File: src/ckn_pkg.sv
package ckn_pkg;
    // Register byte offsets
    localparam logic [7:0] CKN_CTRL_OFS = 8'h00;
    localparam logic [7:0] CKN_MULT_OFS = 8'h04;
    localparam logic [7:0] CKN_POST0_OFS = 8'h08;
    localparam logic [7:0] CKN_POST1_OFS = 8'h0C;
    localparam logic [7:0] CKN_POST2_OFS = 8'h10;
    localparam logic [7:0] CKN_LOCKCNT_OFS = 8'h14;
    localparam logic [7:0] CKN_STATSEL_OFS = 8'h18;
    localparam logic [7:0] CKN_COLSEL_OFS = 8'h1C;
    localparam logic [7:0] CKN_ROWSEL_OFS = 8'h20;
    localparam logic [7:0] CKN_CLUSEL_OFS = 8'h24;
    localparam logic [7:0] CKN_IRQST_OFS = 8'h28;
    localparam logic [7:0] CKN_IRQMSK_OFS = 8'h2C;
    localparam logic [7:0] CKN_STATE_OFS = 8'h30;
    // Control register fields
    localparam int CKN_CTRL_REFSTAT_BIT = 0;
    localparam int CKN_CTRL_MANUAL_BIT = 1;
    localparam int CKN_CTRL_GATED_BIT = 2;
    localparam int CKN_CTRL_LKFAB_BIT = 3;
    localparam int CKN_CTRL_LKPIN_BIT = 4;
    localparam int CKN_CTRL_EXTEN_BIT = 5;
    localparam int CKN_CTRL_FBMODE_LSB = 6;
    // Multiply register: m-1 and n-1
    localparam int CKN_MULT_M_LSB = 0;
    localparam int CKN_MULT_N_LSB = 8;
    // Post divider register: count-1, high time-1, phase steps
    localparam int CKN_POST_C_LSB = 0;
    localparam int CKN_POST_H_LSB = 8;
    localparam int CKN_POST_PH_LSB = 16;
    // Status and mask bits
    localparam int CKN_EV_LOCK_RISE = 0;
    localparam int CKN_EV_LOCK_FALL = 1;
    localparam int CKN_EV_REF_SWAP = 2;
    localparam int CKN_NUM_EV = 3;
    // Reset values
    localparam logic [31:0] CKN_CTRL_RST = 32'h0000_0000;
    localparam logic [31:0] CKN_MULT_RST = 32'h0000_0000;
    localparam logic [31:0] CKN_POST_RST = 32'h0000_0000;
    localparam logic [31:0] CKN_LOCKCNT_RST = 32'h0000_0010;
    localparam logic [31:0] CKN_SEL_RST = 32'h0000_0000;
    // Phase steps per oscillator period
    localparam int CKN_STEPS_PER_VCO = 8;
    localparam logic [2:0] CKN_LAST_STEP = 3'h7;
    // Number of lines on a region bus and per cluster
    localparam int CKN_BUS_W = 6;
    localparam int CKN_CLUSTER_W = 2;
    // Feedback modes
    typedef enum logic [1:0] {
        CKN_FB_ZERO_DELAY = 2'b00,
        CKN_FB_NORMAL = 2'b01,
        CKN_FB_NONE = 2'b10
    } ckn_fb_mode_t;
    // AXI responses
    localparam logic [1:0] CKN_RESP_OKAY = 2'b00;
    localparam logic [1:0] CKN_RESP_SLVERR = 2'b10;
endpackage : ckn_pkg
File: src/ckn_clock_control.sv
// Added by the designer: the AXI4-Lite interface to the registers and the placing of the registers.
`timescale 1ns/100ps
// Summary of operation
// - Sixteen global lines multiplexed onto six-line buses
// - Cluster selector picks two of six row lines
// - Row lines also feed row I/O region
// - Each I/O region gets at most six lines
// - Output equals input times m over n times post
// - Phase offset in eighth-of-oscillator-period steps
// - Independent duty cycle on each post divider
// - Outputs drive global lines; third also external pin
// - Manual switch between two reference clocks
// - Lock held low for chosen reference transitions
// - Gated or ungated lock routed to fabric or pin
// - Three selectable feedback modes
// - Enable input turns loop on and off
// - Reset input resets and resynchronises loop
// - Detector gate input gates detector output
// - Dynamic choice of two pins, two loop outputs
// - Each global line enabled or disabled at runtime
// - Reference selector static or dynamic, drives loop
module ckn_clock_control
    import ckn_pkg::*;
#(
    parameter int NUM_LINES = 16,
    parameter int LOCK_CNT_W = 16
) (
    input wire logic clk,
    input wire logic reset,
    input wire logic ce,
    input wire logic [31:0] s_axi_awaddr,
    input wire logic s_axi_awvalid,
    output logic s_axi_awready,
    input wire logic [31:0] s_axi_wdata,
    input wire logic [3:0] s_axi_wstrb,
    input wire logic s_axi_wvalid,
    output logic s_axi_wready,
    output logic [1:0] s_axi_bresp,
    output logic s_axi_bvalid,
    input wire logic s_axi_bready,
    input wire logic [31:0] s_axi_araddr,
    input wire logic s_axi_arvalid,
    output logic s_axi_arready,
    output logic [31:0] s_axi_rdata,
    output logic [1:0] s_axi_rresp,
    output logic s_axi_rvalid,
    input wire logic s_axi_rready,
    input wire logic [2*NUM_LINES-1:0] clock_pin,
    input wire logic [NUM_LINES-1:0] dual_use_clock_pin,
    input wire logic [NUM_LINES-1:0] internal_clock,
    input wire logic [2*NUM_LINES-1:0] global_source_choice,
    input wire logic [NUM_LINES-1:0] line_enable,
    input wire logic ref_clock_a,
    input wire logic ref_clock_b,
    input wire logic reference_choice,
    input wire logic pll_enable,
    input wire logic pll_areset,
    input wire logic pfd_enable,
    input wire logic vco_step,
    input wire logic raw_lock,
    output logic [NUM_LINES-1:0] global_clock_line_q,
    output logic [CKN_BUS_W-1:0] column_io_clock_q,
    output logic [CKN_BUS_W-1:0] row_clock_q,
    output logic [CKN_BUS_W-1:0] row_io_clock_q,
    output logic [CKN_CLUSTER_W-1:0] cluster_clock_q,
    output logic [2:0] pll_clock_q,
    output logic ext_clock_pin_q,
    output logic pll_ref_clock_q,
    output logic pfd_up_q,
    output logic pfd_down_q,
    output logic [1:0] feedback_mode_q,
    output logic lock_to_fabric_q,
    output logic lock_to_pin_q,
    output logic irq_q
);
    function automatic logic [8:0] steps_of(input logic [4:0] f);
        steps_of = {1'b0, f, 3'b000} + 9'h008;
    endfunction : steps_of
    // Phase offset delays the first edge, clamped inside one period
    function automatic logic [8:0] start_of(input logic [4:0] f,
                                            input logic [7:0] ph);
        logic [8:0] p;
        p = ({1'b0, ph} >= steps_of(f)) ? steps_of(f) - 9'h001 : {1'b0, ph};
        start_of = (p == 9'h000) ? 9'h000 : steps_of(f) - p;
    endfunction : start_of
    function automatic logic mapped(input logic [31:0] a);
        mapped = (a[31:8] == 24'h00_0000) && (a[1:0] == 2'b00)
                 && (a[7:0] <= CKN_STATE_OFS);
    endfunction : mapped
    logic [31:0] ctrl_q, mult_q, lockcnt_q;
    logic [31:0] post_q [3];
    logic [31:0] statsel_q, colsel_q, rowsel_q, clusel_q;
    logic [CKN_NUM_EV-1:0] status_q, mask_q;
    logic wr_go, rd_go, status_read;
    logic [31:0] wmask, state_word, rd_word;
    assign wr_go = s_axi_awvalid && s_axi_wvalid && s_axi_awready
                   && s_axi_wready;
    assign rd_go = s_axi_arvalid && s_axi_arready;
    assign status_read = rd_go && (s_axi_araddr[7:0] == CKN_IRQST_OFS)
                         && mapped(s_axi_araddr);
    assign wmask = {{8{s_axi_wstrb[3]}}, {8{s_axi_wstrb[2]}},
                    {8{s_axi_wstrb[1]}}, {8{s_axi_wstrb[0]}}};
    // Both channels are taken together; ready pulses for one cycle
    always_ff @(posedge clk or posedge reset) begin
        if (reset) begin
            s_axi_awready <= 1'b0;
            s_axi_wready <= 1'b0;
            s_axi_bvalid <= 1'b0;
            s_axi_bresp <= CKN_RESP_OKAY;
        end else if (ce) begin
            s_axi_awready <= s_axi_awvalid && s_axi_wvalid && !s_axi_awready
                             && !s_axi_bvalid;
            s_axi_wready <= s_axi_awvalid && s_axi_wvalid && !s_axi_awready
                            && !s_axi_bvalid;
            if (wr_go) begin
                s_axi_bvalid <= 1'b1;
                s_axi_bresp <= mapped(s_axi_awaddr) ? CKN_RESP_OKAY
                                                    : CKN_RESP_SLVERR;
            end else if (s_axi_bready) begin
                s_axi_bvalid <= 1'b0;
            end
        end
    end
    always_ff @(posedge clk or posedge reset) begin
        if (reset) begin
            s_axi_arready <= 1'b0;
            s_axi_rvalid <= 1'b0;
            s_axi_rdata <= 32'h0000_0000;
            s_axi_rresp <= CKN_RESP_OKAY;
        end else if (ce) begin
            s_axi_arready <= s_axi_arvalid && !s_axi_arready && !s_axi_rvalid;
            if (rd_go) begin
                s_axi_rvalid <= 1'b1;
                s_axi_rdata <= rd_word;
                s_axi_rresp <= mapped(s_axi_araddr) ? CKN_RESP_OKAY
                                                    : CKN_RESP_SLVERR;
            end else if (s_axi_rready) begin
                s_axi_rvalid <= 1'b0;
            end
        end
    end
    always_comb begin
        rd_word = 32'h0000_0000;
        if (mapped(s_axi_araddr)) begin
            unique case (s_axi_araddr[7:0])
                CKN_CTRL_OFS: rd_word = ctrl_q;
                CKN_MULT_OFS: rd_word = mult_q;
                CKN_POST0_OFS: rd_word = post_q[0];
                CKN_POST1_OFS: rd_word = post_q[1];
                CKN_POST2_OFS: rd_word = post_q[2];
                CKN_LOCKCNT_OFS: rd_word = lockcnt_q;
                CKN_STATSEL_OFS: rd_word = statsel_q;
                CKN_COLSEL_OFS: rd_word = colsel_q;
                CKN_ROWSEL_OFS: rd_word = rowsel_q;
                CKN_CLUSEL_OFS: rd_word = clusel_q;
                CKN_IRQST_OFS: rd_word = {29'h0, status_q};
                CKN_IRQMSK_OFS: rd_word = {29'h0, mask_q};
                CKN_STATE_OFS: rd_word = state_word;
            endcase
        end
    end
    function automatic logic [31:0] upd(input logic [31:0] old);
        upd = (old & ~wmask) | (s_axi_wdata & wmask);
    endfunction : upd
    always_ff @(posedge clk or posedge reset) begin
        if (reset) begin
            ctrl_q <= CKN_CTRL_RST;
            mult_q <= CKN_MULT_RST;
            post_q <= '{default: CKN_POST_RST};
            lockcnt_q <= CKN_LOCKCNT_RST;
            statsel_q <= CKN_SEL_RST;
            colsel_q <= CKN_SEL_RST;
            rowsel_q <= CKN_SEL_RST;
            clusel_q <= CKN_SEL_RST;
            mask_q <= '0;
        end else if (ce && wr_go && mapped(s_axi_awaddr)) begin
            unique case (s_axi_awaddr[7:0])
                CKN_CTRL_OFS: ctrl_q <= upd(ctrl_q);
                CKN_MULT_OFS: mult_q <= upd(mult_q);
                CKN_POST0_OFS: post_q[0] <= upd(post_q[0]);
                CKN_POST1_OFS: post_q[1] <= upd(post_q[1]);
                CKN_POST2_OFS: post_q[2] <= upd(post_q[2]);
                CKN_LOCKCNT_OFS: lockcnt_q <= upd(lockcnt_q);
                CKN_STATSEL_OFS: statsel_q <= upd(statsel_q);
                CKN_COLSEL_OFS: colsel_q <= upd(colsel_q);
                CKN_ROWSEL_OFS: rowsel_q <= upd(rowsel_q);
                CKN_CLUSEL_OFS: clusel_q <= upd(clusel_q);
                CKN_IRQMSK_OFS: if (s_axi_wstrb[0]) begin
                    mask_q <= s_axi_wdata[CKN_NUM_EV-1:0];
                end
                default: ;
            endcase
        end
    end
    logic run, run_q, ref_sel, ref_sel_q;
    logic ref_now, ref_prev_q, ref_rise, ref_edge;
    assign run = pll_enable && !pll_areset;
    assign ref_sel = ctrl_q[CKN_CTRL_MANUAL_BIT] ? reference_choice
                     : ctrl_q[CKN_CTRL_REFSTAT_BIT];
    assign ref_now = ref_sel ? ref_clock_b : ref_clock_a;
    assign ref_rise = ref_now && !ref_prev_q;
    assign ref_edge = ref_now != ref_prev_q;
    always_ff @(posedge clk or posedge reset) begin
        if (reset) begin
            run_q <= 1'b0;
            ref_sel_q <= 1'b0;
            ref_prev_q <= 1'b0;
            pll_ref_clock_q <= 1'b0;
            feedback_mode_q <= CKN_FB_ZERO_DELAY;
        end else if (ce) begin
            run_q <= run;
            ref_sel_q <= ref_sel;
            ref_prev_q <= ref_now;
            pll_ref_clock_q <= ref_now;
            feedback_mode_q <= ctrl_q[CKN_CTRL_FBMODE_LSB +: 2];
        end
    end
    logic [1:0] n_cnt_q;
    logic [2:0] step_q;
    logic [4:0] m_cnt_q;
    logic ref_div_ev, fb_ev;
    assign ref_div_ev = ref_rise && (n_cnt_q == mult_q[CKN_MULT_N_LSB +: 2]);
    assign fb_ev = vco_step && (step_q == CKN_LAST_STEP)
                   && (m_cnt_q == mult_q[CKN_MULT_M_LSB +: 5]);
    always_ff @(posedge clk or posedge reset) begin
        if (reset) begin
            n_cnt_q <= 2'b00;
            step_q <= 3'h0;
            m_cnt_q <= 5'h00;
            pfd_up_q <= 1'b0;
            pfd_down_q <= 1'b0;
        end else if (ce) begin
            if (!run) begin
                n_cnt_q <= 2'b00;
                step_q <= 3'h0;
                m_cnt_q <= 5'h00;
            end else begin
                if (ref_rise) begin
                    n_cnt_q <= ref_div_ev ? 2'b00 : n_cnt_q + 2'b01;
                end
                if (vco_step) begin
                    step_q <= step_q + 3'h1;
                    if (step_q == CKN_LAST_STEP) begin
                        m_cnt_q <= fb_ev ? 5'h00 : m_cnt_q + 5'h01;
                    end
                end
            end
            pfd_up_q <= run && pfd_enable && ref_div_ev;
            pfd_down_q <= run && pfd_enable && fb_ev;
        end
    end
    logic [8:0] post_cnt_q [3];
    always_ff @(posedge clk or posedge reset) begin
        if (reset) begin
            post_cnt_q <= '{default: 9'h000};
            pll_clock_q <= 3'b000;
            ext_clock_pin_q <= 1'b0;
        end else if (ce) begin
            for (int k = 0; k < 3; k++) begin
                if (!run) begin
                    post_cnt_q[k] <= start_of(post_q[k][CKN_POST_C_LSB +: 5],
                        post_q[k][CKN_POST_PH_LSB +: 8]);
                    pll_clock_q[k] <= 1'b0;
                end else if (vco_step) begin
                    if (post_cnt_q[k] + 9'h001
                        >= steps_of(post_q[k][CKN_POST_C_LSB +: 5])) begin
                        post_cnt_q[k] <= 9'h000;
                    end else begin
                        post_cnt_q[k] <= post_cnt_q[k] + 9'h001;
                    end
                    pll_clock_q[k] <= post_cnt_q[k]
                        < steps_of(post_q[k][CKN_POST_H_LSB +: 5]);
                end
            end
            ext_clock_pin_q <= ctrl_q[CKN_CTRL_EXTEN_BIT]
                               && pll_clock_q[2];
        end
    end
    // Lock gating: count reference transitions before lock may show
    logic [LOCK_CNT_W-1:0] trans_q;
    logic gated_lock, lock_sel, lock_sel_q;
    assign gated_lock = raw_lock && run_q
                        && (trans_q >= lockcnt_q[LOCK_CNT_W-1:0]);
    assign lock_sel = ctrl_q[CKN_CTRL_GATED_BIT] ? gated_lock
                      : raw_lock && run_q;
    always_ff @(posedge clk or posedge reset) begin
        if (reset) begin
            trans_q <= '0;
        end else if (ce) begin
            if (!run) begin
                trans_q <= '0;
            end else if (ref_edge && trans_q != '1) begin
                trans_q <= trans_q + 1'b1;
            end
        end
    end
    always_ff @(posedge clk or posedge reset) begin
        if (reset) begin
            lock_sel_q <= 1'b0;
            lock_to_fabric_q <= 1'b0;
            lock_to_pin_q <= 1'b0;
        end else if (ce) begin
            lock_sel_q <= lock_sel;
            lock_to_fabric_q <= lock_sel && ctrl_q[CKN_CTRL_LKFAB_BIT];
            lock_to_pin_q <= lock_sel && ctrl_q[CKN_CTRL_LKPIN_BIT];
        end
    end
    // Sticky events; a new event beats the read that clears it
    logic [CKN_NUM_EV-1:0] ev, status_d;
    assign ev = {ref_sel != ref_sel_q, !lock_sel && lock_sel_q,
                 lock_sel && !lock_sel_q};
    assign status_d = (status_read ? '0 : status_q) | ev;
    always_ff @(posedge clk or posedge reset) begin
        if (reset) begin
            status_q <= '0;
            irq_q <= 1'b0;
        end else if (ce) begin
            status_q <= status_d;
            irq_q <= |(status_d & mask_q);
        end
    end
    assign state_word = {{(32-LOCK_CNT_W){1'b0}}, trans_q} << 16
                        | {28'h000_0000, run_q, ref_sel_q, gated_lock,
                           raw_lock};
    always_ff @(posedge clk or posedge reset) begin
        if (reset) begin
            global_clock_line_q <= '0;
        end else if (ce) begin
            for (int i = 0; i < NUM_LINES; i++) begin
                logic src;
                if (statsel_q[i % 16]) begin
                    src = statsel_q[16 + (i % 16)] ? internal_clock[i]
                          : dual_use_clock_pin[i];
                end else begin
                    unique case (global_source_choice[2*i +: 2])
                        2'b00: src = clock_pin[2*i];
                        2'b01: src = clock_pin[2*i+1];
                        2'b10: src = pll_clock_q[i % 3];
                        2'b11: src = pll_clock_q[(i + 1) % 3];
                    endcase
                end
                global_clock_line_q[i] <= line_enable[i] && src;
            end
        end
    end
    always_ff @(posedge clk or posedge reset) begin
        if (reset) begin
            column_io_clock_q <= '0;
            row_clock_q <= '0;
            row_io_clock_q <= '0;
            cluster_clock_q <= '0;
        end else if (ce) begin
            for (int b = 0; b < CKN_BUS_W; b++) begin
                column_io_clock_q[b] <=
                    global_clock_line_q[colsel_q[4*b +: 4]];
                row_clock_q[b] <=
                    global_clock_line_q[rowsel_q[4*b +: 4]];
                row_io_clock_q[b] <= row_clock_q[b];
            end
            for (int c = 0; c < CKN_CLUSTER_W; c++) begin
                // Out-of-range pick reads as a quiet line
                cluster_clock_q[c] <= (clusel_q[4*c +: 3] < 3'd6)
                    && row_clock_q[clusel_q[4*c +: 3]];
            end
        end
    end
endmodule : ckn_clock_control

File: config.mk
export PLATFORM = sky130hd
export DESIGN_NAME = ckn_clock_control
export DESIGN_NICKNAME = d
export VERILOG_FILES = /design/src/ckn_pkg.sv /design/src/ckn_clock_control.sv
export SDC_FILE = /design/constraint.sdc
export NUM_CORES = 1
export LEC_CHECK = 0
export ABC_AREA = 1
export BUFFER_PORTS_ARGS = -buffer_cell sky130_fd_sc_hd__buf_2
export CAP_MARGIN = 20
export CORE_ASPECT_RATIO = 1.5
export CORE_MARGIN = 3
export CORE_UTILIZATION = 45
export DETAILED_ROUTE_END_ITERATION = 10
export PLACE_DENSITY = 0.71
export REMOVE_ABC_BUFFERS = 1
export SLEW_MARGIN = 20
export SYNTH_ARGS = -nofsm -noshare
export SYNTH_HDL_FRONTEND = slang
export SYNTH_SLANG_ARGS = --single-unit
File: constraint.sdc
create_clock -name clk -period 19.45 [get_ports clk]
set_input_delay 3.89 -clock clk [delete_from_list [all_inputs] [get_ports clk]]
set_output_delay 3.89 -clock clk [all_outputs]
set_load 0.03 [all_outputs]
==> flow_results.xml <==
<?xml version="1.0" encoding="UTF-8"?>
<metrics>
  <group name="logic_synthesis">
    <metric name="dominantRegCellSynth" unit="">sky130_fd_sc_hd__dfrtp_1</metric>
    <metric name="synth.avg_cell_area" unit="µm²">7.666</metric>
    <metric name="synthesis.instances" unit="">3444</metric>
    <metric name="yosysSeqAreaShare" unit="">0.4436</metric>
    <metric name="synthesis.area" unit="µm²">26400</metric>
    <metric name="netlist-cell-type-count" unit="">57</metric>
    <metric name="synth_enable_flop_cells" unit="">0</metric>
    <metric name="async_flop_share" unit="">1.000</metric>
    <metric name="ys_ff_latch" unit="">468</metric>
    <metric name="yosys_warnings" unit="">0</metric>
  </group>
  <group name="grt">
    <metric name="grt_use_met3" unit="">0.06311</metric>
    <metric name="gr-usage-all-layers" unit="">0.3345</metric>
    <metric name="largest_net_degree_at_the_start_of_global_routing" unit="">166</metric>
    <metric name="grt_use_met2" unit="">0.5519</metric>
    <metric name="grt_first_pass_wirelength" unit="µm">155100</metric>
    <metric name="use_met1" unit="">0.3817</metric>
    <metric name="grt_overflow" unit="">0</metric>
    <metric name="global_route.peak_usage_layer" unit="">met2</metric>
    <metric name="grt_pass1_vias" unit="">25301</metric>
    <metric name="initial_antenna_violation_count" unit="">5</metric>
  </group>
  <group name="worst_hold_path">
    <metric name="hold_end" unit="">row_io_clock_q[2]</metric>
    <metric name="hp-start" unit="">row_io_clock_q[2]</metric>
    <metric name="whs_path_depth" unit="">2</metric>
    <metric name="min-delay-path-class" unit="">reg -&gt; reg</metric>
  </group>
  <group name="die">
    <metric name="rows" unit="">108</metric>
    <metric name="die_height" unit="µm">302.7</metric>
    <metric name="die_area" unit="µm²">61670</metric>
    <metric name="core_area" unit="µm²">57970</metric>
    <metric name="boundaryPins" unit="">317</metric>
    <metric name="initial_core_util" unit="">0.4554</metric>
    <metric name="die_w" unit="µm">203.8</metric>
  </group>
  <group name="clocking">
    <metric name="cts_tree" unit="">done</metric>
    <metric name="cts_buffer_depth" unit="">3</metric>
    <metric name="clock-sinks" unit="">468</metric>
    <metric name="count_of_hold_buffers_inserted_by_post_cts_repair" unit="">0</metric>
    <metric name="numCtsBuffers" unit="">47</metric>
    <metric name="ctsHtreeMaxLevel" unit="">2</metric>
    <metric name="worst_setup_hold_path_clk_slew" unit="ps">70</metric>
    <metric name="post-cts-setup-buffers" unit="">0</metric>
    <metric name="cts_root_buffer" unit="">sky130_fd_sc_hd__clkbuf_16</metric>
    <metric name="cts_repair_resize_count" unit="">0</metric>
    <metric name="clock_insertion_delay_worst_skew" unit="ps">610</metric>
  </group>
  <group name="route">
    <metric name="route.detailed.wl_per_inst" unit="µm">23.38</metric>
    <metric name="via_per_inst" unit="">5.905</metric>
    <metric name="remaining_drc_errors" unit="">0</metric>
    <metric name="final_antenna_net_count" unit="">0</metric>
    <metric name="dr.pass1.iters" unit="">7</metric>
    <metric name="wirelength" unit="µm">105300</metric>
    <metric name="via_count" unit="">26606</metric>
    <metric name="first_iter_violations" unit="">2616</metric>
  </group>
  <group name="final_layout">
    <metric name="flow.area_growth_from_synthesis" unit="%">14.57</metric>
    <metric name="finalNetCount" unit="">4016</metric>
    <metric name="fillCellCount" unit="">5632</metric>
    <metric name="post_route_cells_drive_above_1_share" unit="">0.1172</metric>
  </group>
  <group name="setup_path">
    <metric name="cp.buffers_inverters" unit="">8</metric>
    <metric name="crit_top_cell" unit="">sky130_fd_sc_hd__inv_1</metric>
    <metric name="timing.critical_path.required" unit="ps">19920</metric>
    <metric name="worst-path-max-fanout" unit="">31</metric>
    <metric name="crit_family" unit="">buffers and inverters</metric>
    <metric name="kind_of_start_point_of_the_critical_path" unit="">input port</metric>
    <metric name="critical_path_class" unit="">in -&gt; reg</metric>
    <metric name="regToRegSetupSlack" unit="ps">14780</metric>
    <metric name="worstSetupEndpointType" unit="">flip-flop</metric>
    <metric name="critPathArrivalTime" unit="ps">7430</metric>
    <metric name="path_cells" unit="">buf_2, nor2_1, inv_1, nor3_1, inv_1, nor2_2, buf_4, inv_1, buf_4, nand4_1, nor3_1, nand2_1, buf_4, inv_1, nand2_1, nand3_1, nand3_1, nand2_1</metric>
    <metric name="rr_worst_depth" unit="">26</metric>
    <metric name="rr_endpoint" unit="">post_cnt_q[15]</metric>
    <metric name="critPathMaxStageDelay" unit="ps">490</metric>
    <metric name="timing.critical_path.slowest_stage_cell" unit="">sky130_fd_sc_hd__buf_4</metric>
  </group>
  <group name="sta">
    <metric name="slew_headroom" unit="">0.1230</metric>
    <metric name="worstMarginPinSlew" unit="ps">1303</metric>
    <metric name="post_route_clock_skew" unit="ps">29.93</metric>
    <metric name="clock.fmax" unit="MHz">143.7</metric>
    <metric name="maxSlewViolCount" unit="">0</metric>
    <metric name="rsz0062_at_grt" unit="">no</metric>
    <metric name="hold_viol" unit="">0</metric>
    <metric name="finalSetupViolations" unit="">0</metric>
    <metric name="setup_slack" unit="ps">12490</metric>
    <metric name="final.period_utilization" unit="">0.3577</metric>
    <metric name="period_minus_slack" unit="ps">6958</metric>
    <metric name="final.hold.worst_slack" unit="ps">474.5</metric>
    <metric name="setup_total_negative_slack" unit="ps">0</metric>
  </group>
  <group name="place">
    <metric name="place_hpwl" unit="µm">78940</metric>
    <metric name="io_buffers" unit="">314</metric>
    <metric name="gp_congestion" unit="">0.9924</metric>
    <metric name="detailedPlace.worstSlack" unit="ps">12070</metric>
  </group>
  <group name="power_and_ir_drop">
    <metric name="cellLeakagePower" unit="nW">14.16</metric>
    <metric name="vdd_drop_max" unit="V">0.00007078</metric>
    <metric name="combinationalPowerShare" unit="">0.101</metric>
    <metric name="cell_int_power" unit="W">0.001597</metric>
    <metric name="clock_power_share" unit="">0.435</metric>
    <metric name="power_density" unit="nW/µm²">72.75</metric>
    <metric name="netSwitchingFraction" unit="">0.2741</metric>
    <metric name="p_switching" unit="W">0.0006031</metric>
    <metric name="sequential_fraction_of_design_power" unit="">0.464</metric>
  </group>
  <group name="job">
    <metric name="max_capacitance_violation_count" unit="">0</metric>
  </group>
  <group name="status">
    <metric name="run_status" unit="">complete, no violations</metric>
  </group>
</metrics>
area by class of cell:
type | count | area (µm²) | area share
repair buffers | 346 | 1828 | 0.06043
flip-flops and latches | 468 | 11710 | 0.3872
multi-input cells | 2464 | 12760 | 0.4217
clock buffers | 59 | 1291 | 0.04269
clock inverters | 19 | 270.3 | 0.008935
inverters | 374 | 1411 | 0.04666
diodes | 6 | 15.01 | 0.0004964
well taps | 770 | 963.4 | 0.03185
worst reg2reg max path, cell delays in order (launching register included):
cell	delay, ps
sky130_fd_sc_hd__dfrtp_1	540
sky130_fd_sc_hd__ha_1	230
sky130_fd_sc_hd__nand2_1	50
sky130_fd_sc_hd__inv_1	120
sky130_fd_sc_hd__nand2_1	80
sky130_fd_sc_hd__xor2_1	410
sky130_fd_sc_hd__inv_1	160
sky130_fd_sc_hd__ha_1	340
sky130_fd_sc_hd__inv_1	40
sky130_fd_sc_hd__nor2_1	80
sky130_fd_sc_hd__nand3_1	70
sky130_fd_sc_hd__nand2_1	70
sky130_fd_sc_hd__nand2_1	50
sky130_fd_sc_hd__nand3_1	60
sky130_fd_sc_hd__nand2_1	50
sky130_fd_sc_hd__nand2_1	140
sky130_fd_sc_hd__nand2_1	290
sky130_fd_sc_hd__inv_1	230
sky130_fd_sc_hd__nor2_1	70
sky130_fd_sc_hd__ha_1	260
sky130_fd_sc_hd__nand4_1	100
sky130_fd_sc_hd__nor2_1	50
sky130_fd_sc_hd__nor2_1	490
sky130_fd_sc_hd__nand3_1	290
sky130_fd_sc_hd__o21ai_0	190
sky130_fd_sc_hd__nand2_1	90
sky130_fd_sc_hd__nand2_1	60
layer usage:
layer | wire, µm | up-vias
met4 | 10130 | 2
met2 | 49260 | 1414
li1 | - | 12258
met5 | 10 | -
met3 | 8789 | 438
met1 | 37140 | 12494
Yosys cell counts, drive strengths merged, types with 2 or more instances:
cell type | number | area [µm²]
o22ai | 23 | 143.9
a32o | 17 | 170.2
o32ai | 3 | 26.28
o21bai | 6 | 45.04
xnor2 | 16 | 140.1
a2111oi | 2 | 17.52
dfrtp | 467 | 11690
clkinv | 6 | 22.52
and2 | 2 | 12.51
o2111ai | 11 | 96.34
nand2 | 780 | 2930
o311ai | 9 | 78.83
nor3 | 40 | 211.5
o2111a | 2 | 22.52
nor2 | 202 | 763.2
ha | 87 | 1089
nand3 | 202 | 1011
a211o | 2 | 17.52
a22oi | 5 | 37.54
a211oi | 27 | 202.7
inv | 368 | 1381
a31oi | 34 | 219.0
o221ai | 7 | 61.31
nor4 | 12 | 81.33
a221oi | 41 | 359.1
buf | 15 | 81.33
a22o | 10 | 87.58
nand4 | 49 | 306.5
a21oi | 219 | 1096
clkbuf | 124 | 469.2
nand3b | 13 | 97.59
o21a | 2 | 15.01
and3 | 5 | 31.28
xor2 | 31 | 271.5
o211ai | 8 | 60.06
o21ai | 578 | 2893
o31ai | 5 | 37.54
or2 | 3 | 18.77
mux2i | 2 | 20.02
cells in the final DEF, fill, tap and decap left out, types with 30 or more instances in the layout:
cell type                   instances
sky130_fd_sc_hd__a221oi_1          41
sky130_fd_sc_hd__inv_1            366
sky130_fd_sc_hd__o21ai_0          577
sky130_fd_sc_hd__buf_4             30
sky130_fd_sc_hd__nor3_1            39
sky130_fd_sc_hd__dfrtp_1          467
sky130_fd_sc_hd__nor2_1           197
sky130_fd_sc_hd__a21oi_1          219
sky130_fd_sc_hd__clkbuf_16         47
sky130_fd_sc_hd__a31oi_1           33
sky130_fd_sc_hd__nand4_1           49
sky130_fd_sc_hd__xor2_1            31
sky130_fd_sc_hd__nand3_1          202
sky130_fd_sc_hd__ha_1              87
sky130_fd_sc_hd__buf_2            314
sky130_fd_sc_hd__nand2_1          779
worst max-delay path by stage:
| stage | start | endpoint | slack, ps | cells past startpoint |
|---|---|---|---|---|
| after global routing | s_axi_araddr[6] | s_axi_rdata[10] | 12320 | 18 |
| final | s_axi_araddr[6] | s_axi_rdata[10] | 12490 | 18 |
| after CTS | s_axi_araddr[6] | s_axi_rdata[5] | 12670 | 16 |
| after global placement | reset | ref_prev_q | 12190 | 5 |
| after floorplan | reset | asynchronous set/reset pin | 2510 | 1 |
| after detailed placement | s_axi_araddr[6] | s_axi_rdata[10] | 12070 | 18 |
logic make-up (layout without fill, tap and decap cells):
kind of cell             Yosys count  count (layout)  share of synthesized area
flip-flops                       468             468                     0.4436
other                              1               8                  0.0001420
multiplexers                       3               3                   0.001185
buffers and inverters            513             798                    0.07402
XOR/XNOR                          47              47                    0.01559
AO/OA/AOI/OAI                   1015            1015                     0.2167
AND/OR/NAND/NOR                 1310            1310                     0.2075
adder cells (fa/ha/maj)           87              87                    0.04123
power by group through the flow:
stage	sequential (W)	combinational, W	clock (W)
floorplan	0.00105	0.000100	0
global placement	0.00104	0.000218	0
detailed placement	0.00104	0.000220	0
CTS	0.00102	0.000221	0.000961
global route	0.00102	0.000243	0.000997
finish	0.00102	0.000221	0.000957
through the flow:
stage               power, W    util  cells  area, µm²
finish              0.002200  0.5218   4506      30250
detailed placement  0.001259  0.4945   4422      28670
CTS                 0.002203  0.5215   4500      30230
global placement    0.001256  0.4945   4422      28670
global route        0.002262  0.5215   4500      30230
floorplan           0.001151       -   3306      25850
No activity file was read; power rests on OpenSTA's default activity.
